===== src/logic/rcfg_defines.svh =====
`ifndef RCFG_DEFINES_SVH
`define RCFG_DEFINES_SVH

// Register offsets on the serial host register port.
`define RCFG_ADDR_CH2_CONTROL      8'h2e
`define RCFG_ADDR_CH0_ALT_VOLTAGE  8'h2f
`define RCFG_ADDR_LINEAR_VOLTAGE   8'h38

// Reset values; the other two registers load factory values at reset.
`define RCFG_CH0_ALT_RESET         8'h14

// Channel 2 control field positions.
`define RCFG_MODE_HI               7
`define RCFG_MODE_LO               6
`define RCFG_IPEAK_HI              5
`define RCFG_IPEAK_LO              4
`define RCFG_DISCHARGE_BIT         3
`define RCFG_ENABLE_HI             2
`define RCFG_ENABLE_LO             0
`define RCFG_FORCE_BIT             2
`define RCFG_FORCE_ON_BIT          1

// Linear regulator field positions.
`define RCFG_LIN_OFFSET_BIT        7
`define RCFG_LIN_CODE_HI           6

// Peak current limits in mA.
`define RCFG_IPEAK_CODE0_MA        10'h3e8
`define RCFG_IPEAK_CODE1_MA        10'h2ee
`define RCFG_IPEAK_CODE2_MA        10'h1f4
`define RCFG_IPEAK_CODE3_MA        10'h14d

// Voltage transfer function in mV.
`define RCFG_VOUT_BASE_MV          13'h01f4
`define RCFG_VOUT_STEP_MV          13'h0019
`define RCFG_VOUT_MAX_MV           13'h157c
`define RCFG_VOUT_CLAMP_CODE       8'hc8
`define RCFG_LIN_OFFSET_MV         13'h052d

`endif


===== src/logic/rcfg_pkg.sv =====
package rcfg_pkg;
  typedef enum logic [1:0] {
    RCFG_MODE_AUTO       = 2'h0,
    RCFG_MODE_BUCK       = 2'h1,
    RCFG_MODE_BOOST      = 2'h2,
    RCFG_MODE_BUCK_BOOST = 2'h3
  } rcfg_mode_e;

  typedef logic [12:0] rcfg_mv_t;
endpackage


===== src/logic/rcfg_mv_decode.sv =====
`timescale 1ns/1ps
`include "rcfg_defines.svh"

module rcfg_mv_decode (
  input  wire logic             clock,      // System clock.
  input  wire logic             rst,        // Synchronous reset, active high.
  input  wire logic [7:0]       code,       // Target voltage code.
  input  wire logic             clamp_en,   // Saturate codes at and above the clamp code.
  input  wire logic             offset_en,  // Add the fixed offset voltage.
  output rcfg_pkg::rcfg_mv_t    mv_reg      // Decoded target voltage in mV.
);
  wire logic [20:0]          step_sum = 21'(code) * 21'(`RCFG_VOUT_STEP_MV);
  wire rcfg_pkg::rcfg_mv_t   linear_mv = 13'(step_sum) + `RCFG_VOUT_BASE_MV;
  wire logic                 clamped   = clamp_en && (code >= `RCFG_VOUT_CLAMP_CODE);
  wire rcfg_pkg::rcfg_mv_t   ofs_mv    = offset_en ? `RCFG_LIN_OFFSET_MV : 13'h0000;
  wire rcfg_pkg::rcfg_mv_t   mv_next   = clamped ? `RCFG_VOUT_MAX_MV : linear_mv + ofs_mv;

  always_ff @(posedge clock) begin
    if (rst) begin
      mv_reg <= `RCFG_VOUT_BASE_MV;
    end else begin
      mv_reg <= mv_next;
    end
  end
endmodule


===== src/logic/rcfg_regs.sv =====
// What this block does
// - Channel 2 mode bits 7:6 pick automatic, buck, boost or buck-boost.
// - Channel 2 peak limit bits 5:4 pick 1.000, 0.750, 0.500 or 0.333 A.
// - Channel 2 discharge bit 3 applies the discharge resistor while channel is off.
// - Enable codes 0 to 3 place channel 2 in sequencer slot 0 to 3.
// - Enable codes 4 and 5 force channel off; 6 and 7 force it on.
// - Channel 0 alternate voltage resets 0x14, 0.5 V plus 25 mV steps, clamps 5.5 V.
// - Linear regulator seven-bit code gives 0.5 V plus 25 mV steps up to 3.675 V.
// - Linear regulator offset bit adds 1.325 V to the selected target.
`timescale 1ns/1ps
`include "rcfg_defines.svh"

module rcfg_regs (
  input  wire logic             clock,                          // System clock, 100 MHz.
  input  wire logic             rst,                            // Synchronous reset, active high.
  input  wire logic [7:0]       otp_ch2_control,                // Factory value for channel 2 control.
  input  wire logic [7:0]       otp_linear_voltage,             // Factory value for linear regulator voltage.
  input  wire logic [7:0]       reg_addr,                       // Register address from host interface.
  input  wire logic [7:0]       reg_wdata,                      // Write data.
  input  wire logic             reg_write,                      // Write strobe, one cycle.
  input  wire logic             reg_read,                       // Read strobe, one cycle.
  input  wire logic [3:0]       power_sequencer_slot_on,        // Sequencer slot active levels.
  output logic [7:0]            reg_rdata_reg,                  // Read data.
  output logic                  reg_rack_reg,                   // Read answer pulse.
  output rcfg_pkg::rcfg_mode_e  conversion_mode_select_reg,     // Channel 2 conversion mode.
  output logic [9:0]            ch2_peak_current_limit_ma_reg,  // Channel 2 peak current in mA.
  output logic [1:0]            power_sequencer_slot_reg,       // Channel 2 sequencer slot.
  output logic                  ch2_on_reg,                     // Channel 2 regulator enabled.
  output logic                  ch2_discharge_active_reg,       // Channel 2 discharge resistor on.
  output rcfg_pkg::rcfg_mv_t    ch0_alt_target_mv_reg,          // Channel 0 alternate target, mV.
  output rcfg_pkg::rcfg_mv_t    linear_reg_target_mv_reg        // Linear regulator target, mV.
);
  logic [7:0] ch2_control_reg;
  logic [7:0] ch0_alt_target_voltage_reg;
  logic [7:0] linear_voltage_reg;

  wire logic hit_ch2 = reg_addr == `RCFG_ADDR_CH2_CONTROL;
  wire logic hit_ch0 = reg_addr == `RCFG_ADDR_CH0_ALT_VOLTAGE;
  wire logic hit_lin = reg_addr == `RCFG_ADDR_LINEAR_VOLTAGE;

  // Unmapped addresses read as zero and ignore writes.
  wire logic [7:0] rdata_next = hit_ch2 ? ch2_control_reg :
                                hit_ch0 ? ch0_alt_target_voltage_reg :
                                hit_lin ? linear_voltage_reg : 8'h00;

  wire logic [1:0] mode_field    = ch2_control_reg[`RCFG_MODE_HI:`RCFG_MODE_LO];
  wire logic [1:0] ipeak_field   = ch2_control_reg[`RCFG_IPEAK_HI:`RCFG_IPEAK_LO];
  wire logic       ch2_discharge_enable = ch2_control_reg[`RCFG_DISCHARGE_BIT];
  wire logic [2:0] ch2_enable_select    = ch2_control_reg[`RCFG_ENABLE_HI:`RCFG_ENABLE_LO];

  wire logic       forced   = ch2_enable_select[`RCFG_FORCE_BIT];
  wire logic [1:0] slot     = ch2_enable_select[1:0];
  wire logic       on_next  = forced ? ch2_enable_select[`RCFG_FORCE_ON_BIT]
                                     : power_sequencer_slot_on[slot];
  wire logic       dis_next = ch2_discharge_enable && !on_next;

  wire logic [9:0] ipeak_next = (ipeak_field == 2'h0) ? `RCFG_IPEAK_CODE0_MA :
                                (ipeak_field == 2'h1) ? `RCFG_IPEAK_CODE1_MA :
                                (ipeak_field == 2'h2) ? `RCFG_IPEAK_CODE2_MA :
                                                        `RCFG_IPEAK_CODE3_MA;

  // Factory values are loaded while reset is held, so they must be stable then.
  always_ff @(posedge clock) begin
    if (rst) begin
      ch2_control_reg            <= otp_ch2_control;
      ch0_alt_target_voltage_reg <= `RCFG_CH0_ALT_RESET;
      linear_voltage_reg         <= otp_linear_voltage;
    end else if (reg_write) begin
      if (hit_ch2) begin
        ch2_control_reg <= reg_wdata;
      end
      if (hit_ch0) begin
        ch0_alt_target_voltage_reg <= reg_wdata;
      end
      if (hit_lin) begin
        linear_voltage_reg <= reg_wdata;
      end
    end
  end

  always_ff @(posedge clock) begin
    if (rst) begin
      reg_rdata_reg <= 8'h00;
      reg_rack_reg  <= 1'b0;
    end else begin
      reg_rdata_reg <= reg_read ? rdata_next : reg_rdata_reg;
      reg_rack_reg  <= reg_read;
    end
  end

  always_ff @(posedge clock) begin
    if (rst) begin
      conversion_mode_select_reg    <= rcfg_pkg::RCFG_MODE_AUTO;
      ch2_peak_current_limit_ma_reg <= `RCFG_IPEAK_CODE0_MA;
      power_sequencer_slot_reg      <= 2'h0;
      ch2_on_reg                    <= 1'b0;
      ch2_discharge_active_reg      <= 1'b0;
    end else begin
      conversion_mode_select_reg    <= rcfg_pkg::rcfg_mode_e'(mode_field);
      ch2_peak_current_limit_ma_reg <= ipeak_next;
      power_sequencer_slot_reg      <= slot;
      ch2_on_reg                    <= on_next;
      ch2_discharge_active_reg      <= dis_next;
    end
  end

  // Channel 0 code saturates at 5.5 V; the linear code carries the offset bit instead.
  rcfg_mv_decode u_ch0_dec (
    .clock     (clock),
    .rst       (rst),
    .code      (ch0_alt_target_voltage_reg),
    .clamp_en  (1'b1),
    .offset_en (1'b0),
    .mv_reg    (ch0_alt_target_mv_reg)
  );

  rcfg_mv_decode u_lin_dec (
    .clock     (clock),
    .rst       (rst),
    .code      ({1'b0, linear_voltage_reg[`RCFG_LIN_CODE_HI:0]}),
    .clamp_en  (1'b0),
    .offset_en (linear_voltage_reg[`RCFG_LIN_OFFSET_BIT]),
    .mv_reg    (linear_reg_target_mv_reg)
  );
endmodule


===== config.mk =====
export PLATFORM = sky130hd
export DESIGN_NAME = rcfg_regs
export DESIGN_NICKNAME = d
export VERILOG_FILES = /design/src/logic/rcfg_pkg.sv /design/src/logic/rcfg_mv_decode.sv /design/src/logic/rcfg_regs.sv
export VERILOG_INCLUDE_DIRS = /design/src /design/src/logic
export SDC_FILE = /design/constraint.sdc
export NUM_CORES = 1
export LEC_CHECK = 0
export ABC_AREA = 1
export BUFFER_PORTS_ARGS = -buffer_cell sky130_fd_sc_hd__buf_2
export CAP_MARGIN = 20
export CORE_ASPECT_RATIO = 1.75
export CORE_MARGIN = 3
export CORE_UTILIZATION = 33
export CTS_BUF_LIST = sky130_fd_sc_hd__clkbuf_8
export CTS_CLUSTER_DIAMETER = 80
export DETAILED_ROUTE_END_ITERATION = 7
export GPL_TIMING_DRIVEN = 0
export SYNTH_ARGS = -nofsm -noshare
export SYNTH_HDL_FRONTEND = slang
export SYNTH_HIERARCHICAL = 1
export SYNTH_SLANG_ARGS = --single-unit

===== constraint.sdc =====
create_clock -name clock -period 5.4 [get_ports clock]
set_input_delay 0.54 -clock clock [delete_from_list [all_inputs] [get_ports clock]]
set_output_delay 0.54 -clock clock [all_outputs]
set_load 0.03 [all_outputs]

==> run_results.csv, run 1 <==
group,metric,value,unit
clocking,clock-root-buffer,"clkbuf_8",
clocking,cts_tree,"yes",
floorplanning,die_h,168.4,µm
timing,setup_ws,2.093,ns
placed_design,hpwl,10.26,mm
setup_path,r2r-end,"u_lin_dec/mv_reg[11]",
floorplanning,start_util,0.3411,
logic_synthesis,netlist_instances,635,
timing,setup_tns,0,ns
timing,setup_violations,0,
clocking,clk_latency,0.35,ns
timing,tightest_slew,0.6170,ns
setup_path,worst_ep_arrival_time,3.54,ns
setup_path,reg2reg_from,"linear_voltage_reg[2]",
timing,period_share,0.6124,
finish,area_growth,17.95,%
timing,slew_headroom,0.5872,
routing,routed-via-count,4210,
placed_design,pre_cts_slack,2.087,ns
routing,drt_wl_total,12.12,mm
power_and_ir_drop,powerDensity,302.7,nW/µm²
floorplanning,die_area,16650,µm²
grt,antenna_found_initial,0,
placed_design,gp_congestion,0.8827,
grt,grt_pass1_vias,4126,
logic_synthesis,ys_ff_latch,73,
logic_synthesis,yosys_warnings,6,
timing,final_hold_viol_count,0,
logic_synthesis,synth_cell_types,29,
finish,nNetsFinal,883,
grt,grt_first_pass_wirelength,19.58,mm
timing,skew,0.01468,ns
finish,antenna_cells,0,
routing,drcViolationCount,0,
setup_path,reg2reg_depth,16,
clocking,cts.sinks,73,
routing,detail_route.wl_per_cell,13.04,µm
clocking,cts_buffer_depth,2,
placed_design,placed_cells,914,
clocking,numCtsBuffers,9,
power_and_ir_drop,power.leakage,3.277,nW
finish,fin_cells,930,
logic_synthesis,ys_seq_area_frac,0.3259,
grt,grt-ovfl-total,0,
routing,vias_per_cell,4.527,
finish,layout_common_cells,"nand2_1 (144), inv_1 (127), buf_2 (90)",
routing,drt_iter0_drc,82,
floorplanning,dieWidth,98.83,µm
run_status,status,"complete, no violations",
finish,drive_above_1_share,0.1773,
clocking,htreeDepth,3,
setup_path,crit_fanout,4,
timing,fmax,302.4,MHz
clocking,clk_pin_slew_worst_paths,0.07,ns
setup_path,cp-start-kind,"flip-flop",
timing,whs,0.4292,ns
floorplanning,ios,91,
timing,min_period,3.307,ns
clocking,postCtsSetupRepairBufs,0,
clocking,postCtsHoldBufs,0,
floorplanning,core_area,14590,µm²
finish,fin_util,0.4024,
finish,fill_cells,1567,
grt,grt_max_degree,14,
routing,dr.pass1.iters,4,
setup_path,endpoint,"u_lin_dec/mv_reg[11]",
setup_path,cp.required,5.64,ns
setup_path,critPathKind,"flip-flop to flip-flop",
min_path,hold_class,"input port to flip-flop",
floorplanning,fp-row-count,58,
routing,ant_nets,0,
logic_synthesis,syn_avg_cell_area,7.836,µm²
setup_path,crit_path_end_kind,"flip-flop",
power_and_ir_drop,vdd_ir_drop_max,135.1,µV
grt,grtUsageTotal,0.1504,
logic_synthesis,syn_area,4976,µm²
setup_path,crit_start,"linear_voltage_reg[2]",
setup_path,r2r_slack,2.09,ns
clocking,ctsResizeCount,0,
finish,final_common_cell,"nand2_1",
timing,rsz0062_at_grt,"no",
run,cap_violations,0,
timing,drv_slew,0,
placed_design,port_buffers,88,
[Yosys cell counts (all sizes together)]
master | count | area share
conb | 2 | 0.0015
o21bai | 4 | 0.0060
o21a | 1 | 0.0015
inv | 127 | 0.096
ha | 82 | 0.21
nor2 | 62 | 0.053
dfxtp | 57 | 0.23
a31oi | 2 | 0.0025
a21oi | 21 | 0.023
clkinv | 1 | 0.00075
or2 | 4 | 0.0050
fa | 16 | 0.064
clkbuf | 4 | 0.0030
o21ai | 24 | 0.024
nand3 | 54 | 0.059
buf | 7 | 0.011
a21boi | 2 | 0.0030
nand2 | 149 | 0.11
edfxtp | 16 | 0.097
[layer usage]
metal	wire length [µm]	vias to the layer above	track usage
li1	-	2186	-
met3	473	16	0.02819
met5	0	-	0
met4	265	0	0.05172
met1	4232	1913	0.1440
met2	7152	95	0.3068
[report_power, final]
group	internal (W)	switching, W	total, W
Combinational	0.000248	0.000457	0.000705
Clock	0.000211	0.000217	0.000428
Sequential	0.000620	0.0000234	0.000643
Total	0.00108	0.000697	0.00178
[worst min-delay path by stage]
stage,cells after the start,to,from
after floorplan,1,ch2_peak_current_limit_ma_reg[4],ch2_control_reg[4]
after global placement,2,conversion_mode_select_reg[1],ch2_control_reg[7]
after detailed placement,2,conversion_mode_select_reg[1],ch2_control_reg[7]
after CTS,3,ch0_alt_target_voltage_reg[4],reg_wdata[4]
after global routing,3,ch0_alt_target_voltage_reg[4],reg_wdata[4]
final,3,ch0_alt_target_voltage_reg[2],reg_wdata[2]
[kinds of logic (layout without fill, tap and decap cells)]
| kind of cell | count (synthesis) | after routing | share of synthesized area |
|---|---|---|---|
| adders and majority gates | 98 | 98 | 0.2706 |
| buffers and inverters | 139 | 243 | 0.1106 |
| DFF | 73 | 73 | 0.3259 |
| other | 2 | 13 | 0.001509 |
| AOI/OAI and AO/OA | 54 | 54 | 0.05984 |
| and+or+nand+nor | 269 | 269 | 0.2316 |
[critical path, stage by stage (launching register included)]
cell and delay [ns]:
edfxtp_1 0.44, inv_1 0.20, ha_1 0.27, inv_1 0.08, fa_1 0.41, ha_1 0.29, inv_1 0.05, fa_1 0.49
inv_1 0.04, ha_1 0.32, nand2_1 0.06, inv_1 0.06, nand2_1 0.06, nand2_1 0.13, nand3_1 0.11, a21oi_1 0.15
nor2_1 0.05
[stage by stage]
step | power, W | area [µm²]
2_1_floorplan | 0.001191 | 5017
3_3_place_gp | 0.001359 | 5683
3_5_place_dp | 0.001362 | 5683
4_1_cts | 0.001799 | 5869
5_1_grt | 0.001935 | 5869
6_report | 0.001776 | 5869
[cell type report]
cell class,count,area (µm²),area share
plain buffers,11,70.07,0.01194
clock buffers,9,123.9,0.02110
clock inverters,7,62.56,0.01066
inverters,128,480.5,0.08186
multi-input cells,434,2845,0.4848
flip-flops and latches,73,1622,0.2763
well taps,180,225.2,0.03837
repair buffers,88,440.4,0.07504
Note: power is estimated with default switching activity, not from simulation.
==> inputs of run 2 (changes only) <==
==> constraint.sdc (replaced) <==
create_clock -name clock -period 2.75 [get_ports clock]
set_input_delay 0.275 -clock clock [delete_from_list [all_inputs] [get_ports clock]]
set_output_delay 0.275 -clock clock [all_outputs]
set_load 0.03 [all_outputs]
==> run 2 against run 1 <==
Effect of this change:
- the flow now finishes with violations (setup timing)
- design area rose by 12%
- critical path depth is 2 higher
- sequential share of layout area is 2.5 points lower
- die area stayed put
- total power up 130%
- largest cell class unchanged
==> run_results.csv, run 2 (same netlist as run 1, synthesis figures left out) <==
group,metric,value,unit
run_status,status,"finished with violations",
run_status,violations,"setup timing",
routing,vias_per_cell,4.577,
timing,setup_ws,-0.2606,ns
placed_design,hpwl,10.46,mm
power_and_ir_drop,powerDensity,613.1,nW/µm²
clocking,htreeDepth,3,
routing,detail_route.wl_per_cell,13.65,µm
setup_path,cp.required,3.02,ns
timing,setup_violations,12,
finish,final_common_cell,"nand2_1",
grt,grt-ovfl-total,0,
finish,fill_cells,1441,
setup_path,critPathMaxStageDelay,0.48,ns
timing,setup_tns,-1.532,ns
grt,grt_first_pass_wirelength,20.60,mm
timing,slew_headroom,0.5650,
timing,period_share,1.095,
floorplanning,die_area,16650,µm²
setup_path,cp-start-kind,"flip-flop",
routing,drt_wl_total,13.02,mm
finish,area_growth,31.93,%
floorplanning,dieWidth,98.83,µm
finish,nNetsFinal,907,
routing,ant_nets,0,
setup_path,cp_top_family,"adder cells",
routing,drcViolationCount,0,
grt,grt_max_degree,14,
setup_path,slowest_stage,"fa_1",
finish,finalInstanceArea,6565,µm²
clocking,clk_pin_slew_worst_paths,0.08,ns
timing,min_period,3.011,ns
power_and_ir_drop,vdd_ir_drop_max,263.9,µV
placed_design,post_dp_cell_area,5799,µm²
floorplanning,ios,91,
finish,multiInputGateArea,3289,µm²
setup_path,crit_path_end_kind,"flip-flop",
timing,tightest_slew,0.6502,ns
power_and_ir_drop,finalPower,0.004025,W
power_and_ir_drop,power.leakage,3.415,nW
grt,antenna_found_initial,0,
timing,drv_slew,0,
floorplanning,start_util,0.3411,
routing,drt_iter0_drc,87,
placed_design,port_buffers,88,
clocking,postCtsHoldBufs,0,
grt,grtUsageTotal,0.1595,
clocking,clock-root-buffer,"clkbuf_8",
setup_path,critPathKind,"flip-flop to flip-flop",
floorplanning,core_area,14590,µm²
timing,skew,0.007917,ns
placed_design,gp_congestion,0.8761,
min_path,hold_class,"input port to flip-flop",
grt,grt_pass1_vias,4355,
finish,antenna_cells,0,
clocking,numCtsBuffers,9,
timing,fmax,332.2,MHz
finish,drive_above_1_share,0.3101,
finish,fin_util,0.4501,
clocking,cts_tree,"yes",
floorplanning,fp-row-count,58,
setup_path,worstPathBufferInverterCount,5,
routing,routed-via-count,4366,
setup_path,worstPathCellList,"inv_2 > ha_4 > inv_2 > fa_1 > ha_1 > inv_1 > fa_1 > inv_2 > ha_4 > nand2_2 > nor2_1 > nand2_1 > nand2_2 > nand2_1 > nand3_1 > nand3_1 > nand2_1 > inv_1",
routing,dr.pass1.iters,4,
setup_path,crit_fanout,4,
clocking,cts.sinks,73,
setup_path,worst_ep_arrival_time,3.28,ns
finish,layout_common_cells,"nand2_1 (135), inv_1 (110), buf_2 (90)",
finish,ff_latch_area,1649,µm²
placed_design,pre_cts_slack,-0.4405,ns
clocking,clk_latency,0.36,ns
floorplanning,die_h,168.4,µm
clocking,cts_buffer_depth,2,
timing,rsz0062_at_grt,"yes",
run,cap_violations,0,
timing,final_hold_viol_count,0,
==> run 2: worst paths after layout <==
path,start,end,slack (ns),depth (start not counted)
setup / recovery,linear_voltage_reg[1],u_lin_dec/mv_reg[12],-0.26,18
hold / removal,reg_wdata[4],ch0_alt_target_voltage_reg[4],0.14,3
setup reg to reg,linear_voltage_reg[1],u_lin_dec/mv_reg[12],-0.26,18
hold reg to reg,ch2_control_reg[7],conversion_mode_select_reg[1],0.50,2
==> run 2: per-stage QoR <==
stage,hold slack (ns),instances
final,0.1398,954
after global routing,0.1500,954
after CTS,0.1204,948
after detailed placement,0.4904,914
after global placement,0.4852,914
after floorplan,0.3441,646
==> run 2: per-layer routing <==
metal  wire [µm]  global-route usage
met5           0                   0
met4         353             0.05826
met3         550             0.03068
met2        7715              0.3320
met1        4404              0.1450
==> run 2: final cells by class <==
cell class,count,area share
buffer,11,0.01067
clock buffer,9,0.01887
clock inverter,7,0.01429
inverter,128,0.07509
multi-input combinational,434,0.5010
sequential,73,0.2512
tap,180,0.03431
timing repair buffer,112,0.09453
==> run 2: where the power goes <==
| group | internal (W) | switching [W] |
|---|---|---|
| Sequential | 0.00121 | 0.0000379 |
| Combinational | 0.000725 | 0.00110 |
| Clock | 0.000511 | 0.000437 |
==> run 2: worst register-to-register path, cell delays in order (launching register included) <==
cell and delay (ns):
edfxtp_1 0.42, inv_2 0.15, ha_4 0.22, inv_2 0.04, fa_1 0.40, ha_1 0.29, inv_1 0.05, fa_1 0.49
inv_2 0.05, ha_4 0.27, nand2_2 0.05, nor2_1 0.08, nand2_1 0.06, nand2_2 0.08, nand2_1 0.05, nand3_1 0.06
nand3_1 0.07, nand2_1 0.06, inv_1 0.03
==> run 2: repair_timing <==
action | in CTS | in global routing
pin swaps | 25 | 15
setup buffers | 18 | 6
setup endpoints to repair | 17 | 16
gates resized for setup | 56 | 27
